===== src/hdl/upbc_defs.svh =====
// Offsets, field positions, reset values and timing counts of the clock control block
`ifndef UPBC_DEFS_SVH
`define UPBC_DEFS_SVH

`define UPBC_ADDR_W 16
`define UPBC_OFS_BUS5 16'h1340
`define UPBC_OFS_BUS6 16'h1350
`define UPBC_OFS_BUS7 16'h1360
`define UPBC_OFS_SLEW 16'h1380
`define UPBC_OFS_STAT 16'h1390
`define UPBC_OFS_USB_PHASE_LOCKED_LOOP 16'h13A0
`define UPBC_OFS_KEY 16'h13B0

`define UPBC_BUSDIV_ON 15
`define UPBC_BUSDIV_RDY 11
`define UPBC_BUSDIV_W 7
`define UPBC_BUSDIV_RST 32'h00008801
`define UPBC_BUS7_RST 32'h00008800

`define UPBC_USB_PHASE_LOCKED_LOOP_SRC 29
`define UPBC_USB_PHASE_LOCKED_LOOP_ODIV 24
`define UPBC_USB_PHASE_LOCKED_LOOP_MULT 16
`define UPBC_USB_PHASE_LOCKED_LOOP_IDIV 8
`define UPBC_USB_PHASE_LOCKED_LOOP_RANGE 0
`define UPBC_USB_PHASE_LOCKED_LOOP_MASK 32'h277F0707
`define UPBC_USB_PHASE_LOCKED_LOOP_RST 32'h00000000

`define UPBC_SLEW_BUSY 0
`define UPBC_SLEW_MASK 32'h000F0706
`define UPBC_SLEW_RST 32'h00000000

`define UPBC_CURRENT_OSCILLATOR_SELECT_USB_PHASE_LOCKED_LOOP 3'h1
`define UPBC_KEY1 32'hAA996655
`define UPBC_KEY2 32'h556699AA

`define UPBC_RESP_OKAY 2'h0
`define UPBC_RESP_SLVERR 2'h2

`define UPBC_CLK_NS 50
`define UPBC_STABLE_NS 1000
`define UPBC_STABLE_CYC ((`UPBC_STABLE_NS + `UPBC_CLK_NS - 1) / `UPBC_CLK_NS)

`endif


===== src/hdl/upbc_pkg.sv =====
// Types shared by the clock control block
`include "upbc_defs.svh"
package upbc_pkg;

	typedef struct packed {
		logic awvalid;
		logic [`UPBC_ADDR_W-1:0] awaddr;
		logic wvalid;
		logic [31:0] wdata;
		logic [3:0] wstrb;
		logic bready;
		logic arvalid;
		logic [`UPBC_ADDR_W-1:0] araddr;
		logic rready;
	} upbc_axi_req_t;

	typedef struct packed {
		logic awready;
		logic wready;
		logic bvalid;
		logic [1:0] bresp;
		logic arready;
		logic rvalid;
		logic [31:0] rdata;
		logic [1:0] rresp;
	} upbc_axi_rsp_t;

	typedef struct packed {
		logic [6:0] multiplier;
		logic [2:0] inputDivider;
		logic [2:0] inputRange;
		logic [5:0] outputDivideBy;
	} upbc_pll_cfg_t;

	typedef enum logic [1:0] {
		LOCKED,
		KEY_ONE_SEEN,
		UNLOCKED
	} upbc_unlock_state_t;

endpackage : upbc_pkg


===== src/hdl/upbc_bus_divider.sv =====
// Peripheral bus clock divider with settle flag
module upbc_bus_divider #(
	parameter int DIV_WIDTH = 7
) (
	input wire logic core_clk,
	input wire logic rst_n,
	input wire logic enable,
	input wire logic [DIV_WIDTH-1:0] divisor,
	output logic tick,
	output logic ready
);
	logic [DIV_WIDTH-1:0] count_reg;
	logic [DIV_WIDTH-1:0] lastDiv_reg;
	logic ready_reg;
	logic tick_reg;

	if (DIV_WIDTH < 1 || DIV_WIDTH > 16) begin : badWidth
		$error("bus divider width must be 1 to 16");
	end

	////////////////////////////////////////////////////////////////////////
	// Ratio counter, divide by divisor plus one
	always_ff @(posedge core_clk or negedge rst_n) begin
		if (!rst_n) begin
			count_reg <= '0;
			tick_reg <= 1'b0;
		end else if (divisor != lastDiv_reg || count_reg >= divisor) begin
			count_reg <= '0;
			tick_reg <= enable && divisor == lastDiv_reg;
		end else begin
			count_reg <= count_reg + 1'b1;
			tick_reg <= 1'b0;
		end
	end

	////////////////////////////////////////////////////////////////////////
	// Settle flag drops on a change, rises after one whole new period
	always_ff @(posedge core_clk or negedge rst_n) begin
		if (!rst_n) begin
			lastDiv_reg <= DIV_WIDTH'(1);
			ready_reg <= 1'b1;
		end else begin
			lastDiv_reg <= divisor;
			if (divisor != lastDiv_reg) begin
				ready_reg <= 1'b0;
			end else if (count_reg >= divisor) begin
				ready_reg <= 1'b1;
			end
		end
	end

	assign tick = tick_reg;
	assign ready = ready_reg;

	div_settle_a: assert property (
		@(posedge core_clk) disable iff (!rst_n)
		divisor != lastDiv_reg |=> !ready ##1 (!ready || $past(count_reg >= divisor))
	) else $error("divider ready without a settled period");

endmodule : upbc_bus_divider


===== src/hdl/upbc_clock_control.sv =====
// USB PLL control, bus dividers, slew and clock status behind an AXI4-Lite slave
`include "upbc_defs.svh"
module upbc_clock_control
	import upbc_pkg::*;
#(
	parameter int STABLE_CYCLES = `UPBC_STABLE_CYC
) (
	input wire logic core_clk,
	input wire logic rst_n,
	input wire upbc_axi_req_t axiReq,
	output upbc_axi_rsp_t axiRsp,
	input wire logic [2:0] cfgOutputDividerDefault,
	input wire logic cfgUsbSourceDefault,
	input wire logic coldReset,
	input wire logic [2:0] currentOscillatorSelect,
	input wire logic [5:0] sourceRunning,
	output logic usbClockSourceSelect,
	output upbc_pll_cfg_t pllConfig,
	output logic [2:0] busClockTick
);
	if (STABLE_CYCLES < 1 || STABLE_CYCLES > 255) begin : badStable
		$error("STABLE_CYCLES must be 1 to 255");
	end

	////////////////////////////////////////////////////////////////////////
	// Helpers
	function automatic logic [31:0] mergeStrb(logic [31:0] old, logic [31:0] data,
			logic [3:0] strb);
		logic [31:0] res;
		res = old;
		for (int b = 0; b < 4; b++) begin
			if (strb[b]) begin
				res[b*8 +: 8] = data[b*8 +: 8];
			end
		end
		return res;
	endfunction : mergeStrb

	function automatic logic [5:0] divideBy(logic [2:0] code);
		case (code)
			3'h1: divideBy = 6'h02;
			3'h2: divideBy = 6'h04;
			3'h3: divideBy = 6'h08;
			3'h4: divideBy = 6'h10;
			3'h5: divideBy = 6'h20;
			default: divideBy = 6'h00;
		endcase
	endfunction : divideBy

	function automatic logic isReserved(logic [2:0] code);
		return divideBy(code) == 6'h00;
	endfunction : isReserved

	function automatic logic isMapped(logic [`UPBC_ADDR_W-1:0] a);
		return a == `UPBC_OFS_BUS5 || a == `UPBC_OFS_BUS6 || a == `UPBC_OFS_BUS7
			|| a == `UPBC_OFS_SLEW || a == `UPBC_OFS_STAT || a == `UPBC_OFS_USB_PHASE_LOCKED_LOOP
			|| a == `UPBC_OFS_KEY;
	endfunction : isMapped

	////////////////////////////////////////////////////////////////////////
	// Write channels
	logic awFull_reg;
	logic wFull_reg;
	logic [`UPBC_ADDR_W-1:0] awAddr_reg;
	logic [31:0] wData_reg;
	logic [3:0] wStrb_reg;
	logic bValid_reg;
	logic [1:0] bResp_reg;
	logic writeGo;

	assign writeGo = awFull_reg && wFull_reg && !bValid_reg;

	always_ff @(posedge core_clk or negedge rst_n) begin
		if (!rst_n) begin
			awFull_reg <= 1'b0;
			awAddr_reg <= '0;
		end else if (axiReq.awvalid && !awFull_reg && !bValid_reg) begin
			awFull_reg <= 1'b1;
			awAddr_reg <= axiReq.awaddr;
		end else if (writeGo) begin
			awFull_reg <= 1'b0;
		end
	end

	always_ff @(posedge core_clk or negedge rst_n) begin
		if (!rst_n) begin
			wFull_reg <= 1'b0;
			wData_reg <= '0;
			wStrb_reg <= '0;
		end else if (axiReq.wvalid && !wFull_reg && !bValid_reg) begin
			wFull_reg <= 1'b1;
			wData_reg <= axiReq.wdata;
			wStrb_reg <= axiReq.wstrb;
		end else if (writeGo) begin
			wFull_reg <= 1'b0;
		end
	end

	always_ff @(posedge core_clk or negedge rst_n) begin
		if (!rst_n) begin
			bValid_reg <= 1'b0;
			bResp_reg <= `UPBC_RESP_OKAY;
		end else if (writeGo) begin
			bValid_reg <= 1'b1;
			bResp_reg <= isMapped(awAddr_reg) ? `UPBC_RESP_OKAY : `UPBC_RESP_SLVERR;
		end else if (axiReq.bready) begin
			bValid_reg <= 1'b0;
		end
	end

	////////////////////////////////////////////////////////////////////////
	// Unlock sequence
	logic unlocked;
	logic upllSel;
	logic upllWriteOk;

	assign upllSel = writeGo && awAddr_reg == `UPBC_OFS_USB_PHASE_LOCKED_LOOP;
	assign upllWriteOk = upllSel && unlocked
		&& currentOscillatorSelect != `UPBC_CURRENT_OSCILLATOR_SELECT_USB_PHASE_LOCKED_LOOP;

	upbc_unlock unlockSeq (
		.core_clk(core_clk),
		.rst_n(rst_n),
		.keyWrite(writeGo && awAddr_reg == `UPBC_OFS_KEY),
		.keyData(wData_reg),
		.consume(upllSel),
		.unlocked(unlocked)
	);

	////////////////////////////////////////////////////////////////////////
	// USB PLL control, loaded from configuration words after reset release
	logic [31:0] usb_phase_locked_loop_reg;
	logic [31:0] usb_phase_locked_loop_next;
	logic initDone_reg;

	always_comb begin
		usb_phase_locked_loop_next = mergeStrb(usb_phase_locked_loop_reg, wData_reg, wStrb_reg) & `UPBC_USB_PHASE_LOCKED_LOOP_MASK;
		if (isReserved(usb_phase_locked_loop_next[`UPBC_USB_PHASE_LOCKED_LOOP_ODIV +: 3])) begin
			usb_phase_locked_loop_next[`UPBC_USB_PHASE_LOCKED_LOOP_ODIV +: 3] = usb_phase_locked_loop_reg[`UPBC_USB_PHASE_LOCKED_LOOP_ODIV +: 3];
		end
	end

	always_ff @(posedge core_clk or negedge rst_n) begin
		if (!rst_n) begin
			usb_phase_locked_loop_reg <= `UPBC_USB_PHASE_LOCKED_LOOP_RST;
			initDone_reg <= 1'b0;
		end else if (!initDone_reg) begin
			initDone_reg <= 1'b1;
			usb_phase_locked_loop_reg[`UPBC_USB_PHASE_LOCKED_LOOP_ODIV +: 3] <= cfgOutputDividerDefault;
			usb_phase_locked_loop_reg[`UPBC_USB_PHASE_LOCKED_LOOP_SRC] <= !coldReset && cfgUsbSourceDefault;
		end else if (upllWriteOk) begin
			usb_phase_locked_loop_reg <= usb_phase_locked_loop_next;
		end
	end

	assign usbClockSourceSelect = usb_phase_locked_loop_reg[`UPBC_USB_PHASE_LOCKED_LOOP_SRC];
	assign pllConfig.multiplier = usb_phase_locked_loop_reg[`UPBC_USB_PHASE_LOCKED_LOOP_MULT +: 7];
	assign pllConfig.inputDivider = usb_phase_locked_loop_reg[`UPBC_USB_PHASE_LOCKED_LOOP_IDIV +: 3];
	assign pllConfig.inputRange = usb_phase_locked_loop_reg[`UPBC_USB_PHASE_LOCKED_LOOP_RANGE +: 3];
	assign pllConfig.outputDivideBy = divideBy(usb_phase_locked_loop_reg[`UPBC_USB_PHASE_LOCKED_LOOP_ODIV +: 3]);

	////////////////////////////////////////////////////////////////////////
	// Bus dividers; the seventh has no storage
	logic [31:0] bus5_reg;
	logic [31:0] bus6_reg;
	logic [2:0] busReady;
	logic [`UPBC_BUSDIV_W-1:0] busDivisor [3];
	logic [2:0] busOn;

	always_ff @(posedge core_clk or negedge rst_n) begin
		if (!rst_n) begin
			bus5_reg <= `UPBC_BUSDIV_RST & 32'h0000807F;
		end else if (writeGo && awAddr_reg == `UPBC_OFS_BUS5) begin
			bus5_reg <= mergeStrb(bus5_reg, wData_reg, wStrb_reg) & 32'h0000807F;
		end
	end

	always_ff @(posedge core_clk or negedge rst_n) begin
		if (!rst_n) begin
			bus6_reg <= `UPBC_BUSDIV_RST & 32'h0000807F;
		end else if (writeGo && awAddr_reg == `UPBC_OFS_BUS6) begin
			bus6_reg <= mergeStrb(bus6_reg, wData_reg, wStrb_reg) & 32'h0000807F;
		end
	end

	assign busDivisor[0] = bus5_reg[`UPBC_BUSDIV_W-1:0];
	assign busDivisor[1] = bus6_reg[`UPBC_BUSDIV_W-1:0];
	assign busDivisor[2] = `UPBC_BUSDIV_W'(`UPBC_BUS7_RST & 32'h0000007F);
	assign busOn = {1'b1, bus6_reg[`UPBC_BUSDIV_ON], bus5_reg[`UPBC_BUSDIV_ON]};

	for (genvar i = 0; i < 3; i++) begin : busDiv
		upbc_bus_divider #(
			.DIV_WIDTH(`UPBC_BUSDIV_W)
		) divider (
			.core_clk(core_clk),
			.rst_n(rst_n),
			.enable(busOn[i]),
			.divisor(busDivisor[i]),
			.tick(busClockTick[i]),
			.ready(busReady[i])
		);
	end

	////////////////////////////////////////////////////////////////////////
	// Slew control; busy while any divider is settling
	logic [31:0] slew_reg;

	always_ff @(posedge core_clk or negedge rst_n) begin
		if (!rst_n) begin
			slew_reg <= `UPBC_SLEW_RST;
		end else if (writeGo && awAddr_reg == `UPBC_OFS_SLEW) begin
			slew_reg <= mergeStrb(slew_reg, wData_reg, wStrb_reg) & `UPBC_SLEW_MASK;
		end
	end

	////////////////////////////////////////////////////////////////////////
	// Source stability counters
	logic [7:0] stableCount_reg [6];
	logic [5:0] statusReady_reg;

	always_ff @(posedge core_clk or negedge rst_n) begin
		if (!rst_n) begin
			for (int s = 0; s < 6; s++) begin
				stableCount_reg[s] <= 8'h00;
			end
			statusReady_reg <= 6'h00;
		end else begin
			for (int s = 0; s < 6; s++) begin
				if (!sourceRunning[s]) begin
					stableCount_reg[s] <= 8'h00;
					statusReady_reg[s] <= 1'b0;
				end else if (stableCount_reg[s] < 8'(STABLE_CYCLES)) begin
					stableCount_reg[s] <= stableCount_reg[s] + 8'h01;
				end else begin
					statusReady_reg[s] <= 1'b1;
				end
			end
		end
	end

	////////////////////////////////////////////////////////////////////////
	// Read channel
	logic rValid_reg;
	logic [31:0] rData_reg;
	logic [1:0] rResp_reg;
	logic [31:0] readMux;

	always_comb begin
		readMux = 32'h00000000;
		case (axiReq.araddr)
			`UPBC_OFS_BUS5: readMux = bus5_reg | {20'h00000, busReady[0], 11'h000};
			`UPBC_OFS_BUS6: readMux = bus6_reg | {20'h00000, busReady[1], 11'h000};
			`UPBC_OFS_BUS7: readMux = (`UPBC_BUS7_RST & 32'hFFFFF7FF)
				| {20'h00000, busReady[2], 11'h000};
			`UPBC_OFS_SLEW: readMux = slew_reg | {31'h00000000, |(~busReady)};
			`UPBC_OFS_STAT: readMux = {23'h000000, statusReady_reg[5:4], 1'b0,
				statusReady_reg[3:2], 1'b0, statusReady_reg[1], 1'b0,
				statusReady_reg[0]};
			`UPBC_OFS_USB_PHASE_LOCKED_LOOP: readMux = usb_phase_locked_loop_reg;
			default: readMux = 32'h00000000;
		endcase
	end

	always_ff @(posedge core_clk or negedge rst_n) begin
		if (!rst_n) begin
			rValid_reg <= 1'b0;
			rData_reg <= 32'h00000000;
			rResp_reg <= `UPBC_RESP_OKAY;
		end else if (axiReq.arvalid && !rValid_reg) begin
			rValid_reg <= 1'b1;
			rData_reg <= readMux;
			rResp_reg <= isMapped(axiReq.araddr) ? `UPBC_RESP_OKAY : `UPBC_RESP_SLVERR;
		end else if (axiReq.rready) begin
			rValid_reg <= 1'b0;
		end
	end

	assign axiRsp.awready = !awFull_reg && !bValid_reg;
	assign axiRsp.wready = !wFull_reg && !bValid_reg;
	assign axiRsp.bvalid = bValid_reg;
	assign axiRsp.bresp = bResp_reg;
	assign axiRsp.arready = !rValid_reg;
	assign axiRsp.rvalid = rValid_reg;
	assign axiRsp.rdata = rData_reg;
	assign axiRsp.rresp = rResp_reg;

	////////////////////////////////////////////////////////////////////////
	// Checks
	usb_source_a: assert property (
		@(posedge core_clk) disable iff (!rst_n)
		upllWriteOk && wStrb_reg[3] |=> usbClockSourceSelect == $past(wData_reg[29])
	) else $error("usb source select not taken from write");

	odiv_reserved_a: assert property (
		@(posedge core_clk) disable iff (!rst_n)
		upllWriteOk && initDone_reg && wStrb_reg[3] && isReserved(wData_reg[26:24])
			|=> $stable(pllConfig.outputDivideBy)
	) else $error("reserved output divider code was stored");

	odiv_cfg_a: assert property (
		@(posedge core_clk) disable iff (!rst_n)
		$rose(initDone_reg) |-> usb_phase_locked_loop_reg[26:24] == $past(cfgOutputDividerDefault)
	) else $error("output divider not loaded from configuration");

	lock_block_a: assert property (
		@(posedge core_clk) disable iff (!rst_n)
		upllSel && !unlocked && initDone_reg |=> $stable(usb_phase_locked_loop_reg) ##1 !unlocked
	) else $error("locked write changed usb pll control");

	current_oscillator_select_block_a: assert property (
		@(posedge core_clk) disable iff (!rst_n)
		upllSel && currentOscillatorSelect == `UPBC_CURRENT_OSCILLATOR_SELECT_USB_PHASE_LOCKED_LOOP && initDone_reg
			|=> $stable(usb_phase_locked_loop_reg)
	) else $error("write accepted while usb pll is current oscillator");

	seven_ro_a: assert property (
		@(posedge core_clk) disable iff (!rst_n)
		axiReq.arvalid && !rValid_reg && axiReq.araddr == `UPBC_OFS_BUS7
			|=> rData_reg[15:0] == 16'h8800
	) else $error("seventh bus divider did not read its fixed value");

	reset_type_a: assert property (
		@(posedge core_clk) disable iff (!rst_n)
		$rose(initDone_reg) |-> usbClockSourceSelect
			== (!$past(coldReset) && $past(cfgUsbSourceDefault))
	) else $error("usb source reset value ignores reset type");

	stat_ready_a: assert property (
		@(posedge core_clk) disable iff (!rst_n)
		$rose(statusReady_reg[0]) |-> $past(sourceRunning[0], 2) && $past(sourceRunning[0])
			&& $past(stableCount_reg[0]) == 8'(STABLE_CYCLES)
	) else $error("status ready rose before source was stable");

endmodule : upbc_clock_control


===== src/hdl/upbc_unlock.sv =====
// Two-key unlock sequence guarding the protected control register
`include "upbc_defs.svh"
module upbc_unlock
	import upbc_pkg::*;
(
	input wire logic core_clk,
	input wire logic rst_n,
	input wire logic keyWrite,
	input wire logic [31:0] keyData,
	input wire logic consume,
	output logic unlocked
);
	upbc_unlock_state_t state_reg;

	////////////////////////////////////////////////////////////////////////
	// Sequence tracker
	always_ff @(posedge core_clk or negedge rst_n) begin
		if (!rst_n) begin
			state_reg <= LOCKED;
		end else begin
			case (state_reg)
				LOCKED: begin
					if (keyWrite && keyData == `UPBC_KEY1) begin
						state_reg <= KEY_ONE_SEEN;
					end
				end
				KEY_ONE_SEEN: begin
					if (keyWrite) begin
						state_reg <= (keyData == `UPBC_KEY2) ? UNLOCKED : LOCKED;
					end
				end
				UNLOCKED: begin
					if (consume || keyWrite) begin
						state_reg <= LOCKED;
					end
				end
				default: state_reg <= LOCKED;
			endcase
		end
	end

	assign unlocked = (state_reg == UNLOCKED);

	unlock_keys_a: assert property (
		@(posedge core_clk) disable iff (!rst_n)
		$rose(unlocked) |-> $past(keyWrite && keyData == `UPBC_KEY2)
			&& $past(state_reg == KEY_ONE_SEEN)
	) else $error("unlock reached without the second key");

endmodule : upbc_unlock


===== config.mk =====
export PLATFORM = sky130hd
export DESIGN_NAME = upbc_clock_control
export DESIGN_NICKNAME = d
export VERILOG_FILES = /design/src/hdl/upbc_pkg.sv /design/src/hdl/upbc_bus_divider.sv /design/src/hdl/upbc_clock_control.sv /design/src/hdl/upbc_unlock.sv
export VERILOG_INCLUDE_DIRS = /design/src /design/src/hdl
export SDC_FILE = /design/constraint.sdc
export NUM_CORES = 1
export LEC_CHECK = 0
export BUFFER_PORTS_ARGS = -buffer_cell sky130_fd_sc_hd__buf_2
export CAP_MARGIN = 20
export CORE_UTILIZATION = 50
export CTS_BUF_LIST = sky130_fd_sc_hd__clkbuf_16
export CTS_CLUSTER_DIAMETER = 200
export CTS_CLUSTER_SIZE = 25
export DETAILED_ROUTE_END_ITERATION = 6
export MAX_ROUTING_LAYER = met4
export PLACE_DENSITY = 0.71
export SYNTH_ARGS = -nofsm -noshare
export SYNTH_HDL_FRONTEND = slang
export SYNTH_HIERARCHICAL = 1
export SYNTH_SLANG_ARGS = --single-unit

===== constraint.sdc =====
create_clock -name core_clk -period 4.53 [get_ports core_clk]
set_input_delay 0.6795 -clock core_clk [delete_from_list [all_inputs] [get_ports core_clk]]
set_output_delay 0.6795 -clock core_clk [all_outputs]
set_load 0.005 [all_outputs]

# Yosys cells after proc, flatten, opt, wreduce, memory -nomap -nowiden
# Cells that the tools add are included.
# totals
word_cells	247
inputBits	89
regBits	233
# op_classes
magnitude_cmp	9
eq_ne	51
muxes	61
addsub	9
reduce_logical	65
bitwise_logic	4
# op_table
op	count
equality test 16 x 13 -> 1 bit (second input constant)	14
one-hot mux 30 bit (6 select lines)	1
2-to-1 mux 8 bit	12
one-hot mux 6 bit (5 select lines)	2
adder 8 x 1 -> 8 bit (second input constant)	6
< comparator 8 x 5 -> 1 bit (second input constant)	6
equality test 32 x 31 -> 1 bit (second input constant)	1
equality test 32 bit (second input constant)	1
bitwise OR 16 x 12 -> 16 bit	2
2-to-1 mux 30 bit	1
2-to-1 mux 1 bit	29
2-to-1 mux 7 bit	4
adder 7 x 1 -> 7 bit (second input constant)	3
logical AND 1 bit	20
bitwise OR 20 x 1 -> 20 bit	1
inequality test 2 x 1 -> 1 bit (second input constant)	9
inequality test 2 bit (second input constant)	9
AND reduction 2 bit	9
logical OR 1 bit	16
equality test 7 bit	2
greater-or-equal comparator 7 bit	2
inequality test 7 bit	2
nonzero test 2 bit	7
equality test 3 x 2 -> 1 bit (second input constant)	4
other kinds (17)	36

# Logic depth before layout (Yosys ltp)
# logic_depth
depth_word	8
mapped_depth	7
depth_no_buf	7

# Modules after synthesis
# The synthesis kept the hierarchy.
# by_module_without_submodules
mod	seq_area_each_um2	instances	cells_per_inst	area_each_um2
upbc_clock_control	4484.3	1	644	7788.7
upbc_bus_divider	402.9	3	69	798.3
upbc_unlock	50.0	1	33	322.8

# Least setup slack after synthesis
# No wires, ideal clock.
# synth_path
path_kind	input to register
startpoint	input port axiReq[1] (netlist bit)
endpoint	register rData_reg[16]
required_time_ns	4.447
stages	6
arrival_time_ns	1.975
path_buffers	1
setup_slack_ns	2.473
cell_sequence	nor4b_1 > nand3_1 > nor2_1 > buf_2 > a22oi_1 > o21ai_0
# synth_between
elab_chain_len	2
elab_cells_between_ends	7
classes_between	6 x eq/ne; 1 x mux
# synth_lines
item	line	rtl
from (decl)	upbc_clock_control.sv:10	input wire upbc_axi_req_t axiReq,
equality test 16 x 13 -> 1 bit	upbc_clock_control.sv:250	case (axiReq.araddr)
one-hot mux 30 bit (6 select lines) *	upbc_clock_control.sv:250	
to (signal assigned)	upbc_clock_control.sv:271	rData_reg <= readMux;
to (decl)	upbc_clock_control.sv:244	logic [31:0] rData_reg;
# Mark *: on every way between the ends. The rest lies on a longest branch, timed or not.
# A chain may end at the register's enable or synchronous reset.

# Final worst setup path
# layout_path
startpoint	register awAddr_reg[4]
endpoint	register usb_phase_locked_loop_reg[16]
# layout_between
elab_chain_len	5
# layout_lines
item	line	rtl
from (decl)	upbc_clock_control.sv:64	logic [`UPBC_ADDR_W-1:0] awAddr_reg;
from (signal assigned)	upbc_clock_control.sv:79	awAddr_reg <= axiReq.awaddr;
equality test 16 x 13 -> 1 bit (no source line)	n/a	
logical AND 1 bit (no source line)	n/a	
logical AND 1 bit	upbc_clock_control.sv:118	assign upllWriteOk = upllSel && unlocked
logical AND 1 bit (no source line)	n/a	
AND reduction 3 bit (no source line)	n/a	
to (signal assigned)	upbc_clock_control.sv:145	usb_phase_locked_loop_reg <= `UPBC_USB_PHASE_LOCKED_LOOP_RST;
to (signal, indexed assignment)	upbc_clock_control.sv:149	usb_phase_locked_loop_reg[`UPBC_USB_PHASE_LOCKED_LOOP_ODIV +: 3] <= cfgOutputDividerDefault;
to (signal, indexed assignment)	upbc_clock_control.sv:150	usb_phase_locked_loop_reg[`UPBC_USB_PHASE_LOCKED_LOOP_SRC] <= !coldReset && cfgUsbSourceDefault;
to (decl)	upbc_clock_control.sv:132	logic [31:0] usb_phase_locked_loop_reg;
# Every way passes these cells.

==> run metrics <==
CTS Buf Count 13; critical path class reg2reg; Pre-Repair DR Iteration Count 5; post-CTS setup buffer count 0; Largest register FFs 48; reg2reg setup slack 2.28 ns; final hold violations 0; die height 147 µm; CP max FO 8; initial antenna violation count 3; post-synth cell types 59; gr ovfl total 0; Nets 1150; EDFF count, synth 0; Design Power 4590 µW; post-cts gate resize count 0; Clk Latency, worst-skew pair 0.47 ns; Die X 147 µm; # hold bufs at CTS 0; Post-Syn Area 10500 µm²; I/O pin cnt 153; sequential share of the synthesized area 54.7%; Post-Synthesis Cells 884; Worst Skew 0.0255 ns; routed wire length per instance 16.5 µm; Syn Area/Cell 11.9 µm²; CP Data Required Time 4.87 ns; total track usage 21.3%; asr flop ratio synth 100%; Final min period 2.25 ns; Top FF cell, synth dfrtp_1; Worst-path clk slew 0.10 ns; Max Cap Viol 0; post-placement cell count 1284; PortBufs 141; most common library cell in the layout ignoring fill and taps dfrtp_1; root buffer cell clkbuf_16; Max-slew headroom 28.7%; Die ar. 21600 µm²; CTS Sinks 229; P per Cell Area 387 nW/µm²; LEAKAGE 0.00560 µW; routability cong. 0.842; RSZ-0062 raised after global routing false; Area Growth Syn to Fin 12.8%; final worst-path cycle share 49.7%; Filler cells 1733; highest clock rate 444 MHz; Worst Tran Pin Value 1.07 ns; arrival time at the worst endpoint 2.59 ns; Initial DRC Count 313; CP Launch Type flip-flop; vias 7010; clock buffer depth 3; drc violations 0; Fin Setup TNS 0 ns; # rows 52; drt via density 5.36; critical path endpoint category flip-flop; Post-DP HPWL 15700 µm; Synth warnings 6; Final ANT Viol Nets 0; endpoints failing setup 0; fin util 58.0%; largest net degree at the start of global routing 144; VDD IR max 367 µV; vias in the first global route 6892; status completed; Starting Density 51.4%; PnR worst setup slack 2.28 ns; WL final 21600 µm; H-Tree Depth 1; share of cells above drive strength 1 27.8%; global-route wire length before repair 35700 µm; CTS tree done; core area 20400 µm²; count of pins over their slew limit 0; Hold WC Path Type in2async; FF+latch count, synth 229; pre-CTS setup slack 1.67 ns; fin cells 1309; most frequent cells in the layout 219 x dfrtp_1, 140 x buf_2, 92 x mux2_2
-- logic make-up after synthesis --
| logic type | synth area share, % |
|---|---|
| AOI/OAI and AO/OA | 7.69 |
| DFF | 54.7 |
| other | 0.0715 |
| and+or+nand+nor | 15.0 |
| adders and majority gates | 3.57 |
| muxes | 10.8 |
| buffers and inverters | 3.91 |
| xor gates and xnor gates | 4.25 |
-- cell usage after synthesis, types with 3 or more instances --
cell type,instances,area share [%]
a21boi_0,9,0.64
a21o_1,5,0.36
a21oi_1,15,0.71
a22oi_1,10,0.71
a31oi_1,4,0.24
a41oi_1,6,0.50
and2_1,39,2.3
and3_1,3,0.18
and3b_1,3,0.25
and4bb_2,6,0.71
buf_2,4,0.19
buf_4,26,1.9
clkbuf_1,14,0.50
dfrtp_1,219,52
dfstp_2,10,2.5
ha_1,30,3.6
inv_1,36,1.3
mux2_2,92,9.9
mux2i_1,10,0.95
nand2_1,70,2.5
nand2b_1,6,0.36
nand3_1,22,1.0
nand4_1,9,0.54
nand4_2,4,0.48
nor2_1,17,0.61
nor2b_1,14,0.83
nor3_1,32,1.5
nor3b_1,7,0.50
nor4_1,3,0.18
nor4_2,7,0.83
nor4b_1,5,0.42
nor4bb_1,6,0.57
o21a_1,7,0.50
o21ai_0,44,2.1
o21ba_1,3,0.29
o221ai_2,3,0.43
or3_1,6,0.36
xnor2_1,33,2.8
xor2_1,18,1.5
-- area by class of cell --
| class | count | area [µm²] | area share [%] |
|---|---|---|---|
| antenna | 3 | 7.51 | 0.0634 |
| clock buffer | 13 | 325 | 2.75 |
| clock inverter | 7 | 52.6 | 0.444 |
| inverter | 36 | 135 | 1.14 |
| multi-input combinational | 605 | 4470 | 37.8 |
| sequential | 229 | 5740 | 48.5 |
| tap | 270 | 338 | 2.85 |
| timing repair buffer | 146 | 773 | 6.53 |
-- metal layers --
| layer | part of all wire (%) | global-route usage [%] | up-vias |
|---|---|---|---|
| met5 | 0 | - | - |
| met4 | 1.9 | 5.15 | 0 |
| met3 | 5.5 | 3.91 | 30 |
| met2 | 46 | 33.2 | 181 |
| met1 | 46 | 29.0 | 3446 |
| li1 | - | - | 3353 |
-- path summary, 6_finish.rpt --
check | from | to | cells past startpoint
min in group core_clk | axiReq[18] | bValid_reg | 2
worst min register to register | bus5_reg[0] | busDiv[0].divider/lastDiv_reg[0] | 0
worst max register to register | awAddr_reg[4] | usb_phase_locked_loop_reg[16] | 5
max in group asynchronous | rst_n | busDiv[1].divider/lastDiv_reg[0] | 2
worst min-delay path | rst_n | stableCount_reg[26] | 1
worst max-delay path | awAddr_reg[4] | usb_phase_locked_loop_reg[16] | 5
-- where the power goes --
group	switching [µW]	internal, µW
combinational	310	437
sequential	310	2320
clock	669	539
total	1290	3300
-- worst max-delay path, cell delays in order, from the launching register on --
cell	delay (ns)
dfrtp_1	0.48
nor4bb_1	0.38
o311ai_1	0.20
nor2_1	0.30
nand3_1	0.37
mux2_2	0.39
-- stage by stage --
stage                     cell area (µm²)  hold slack, ns
final                               11800           0.308
after CTS                           11800           0.351
after detailed placement            11400           0.405
after global placement              11400           0.405
after floorplan                     10600           0.380
after global routing                11800           0.365
Note: power is estimated with default switching activity, not from simulation.
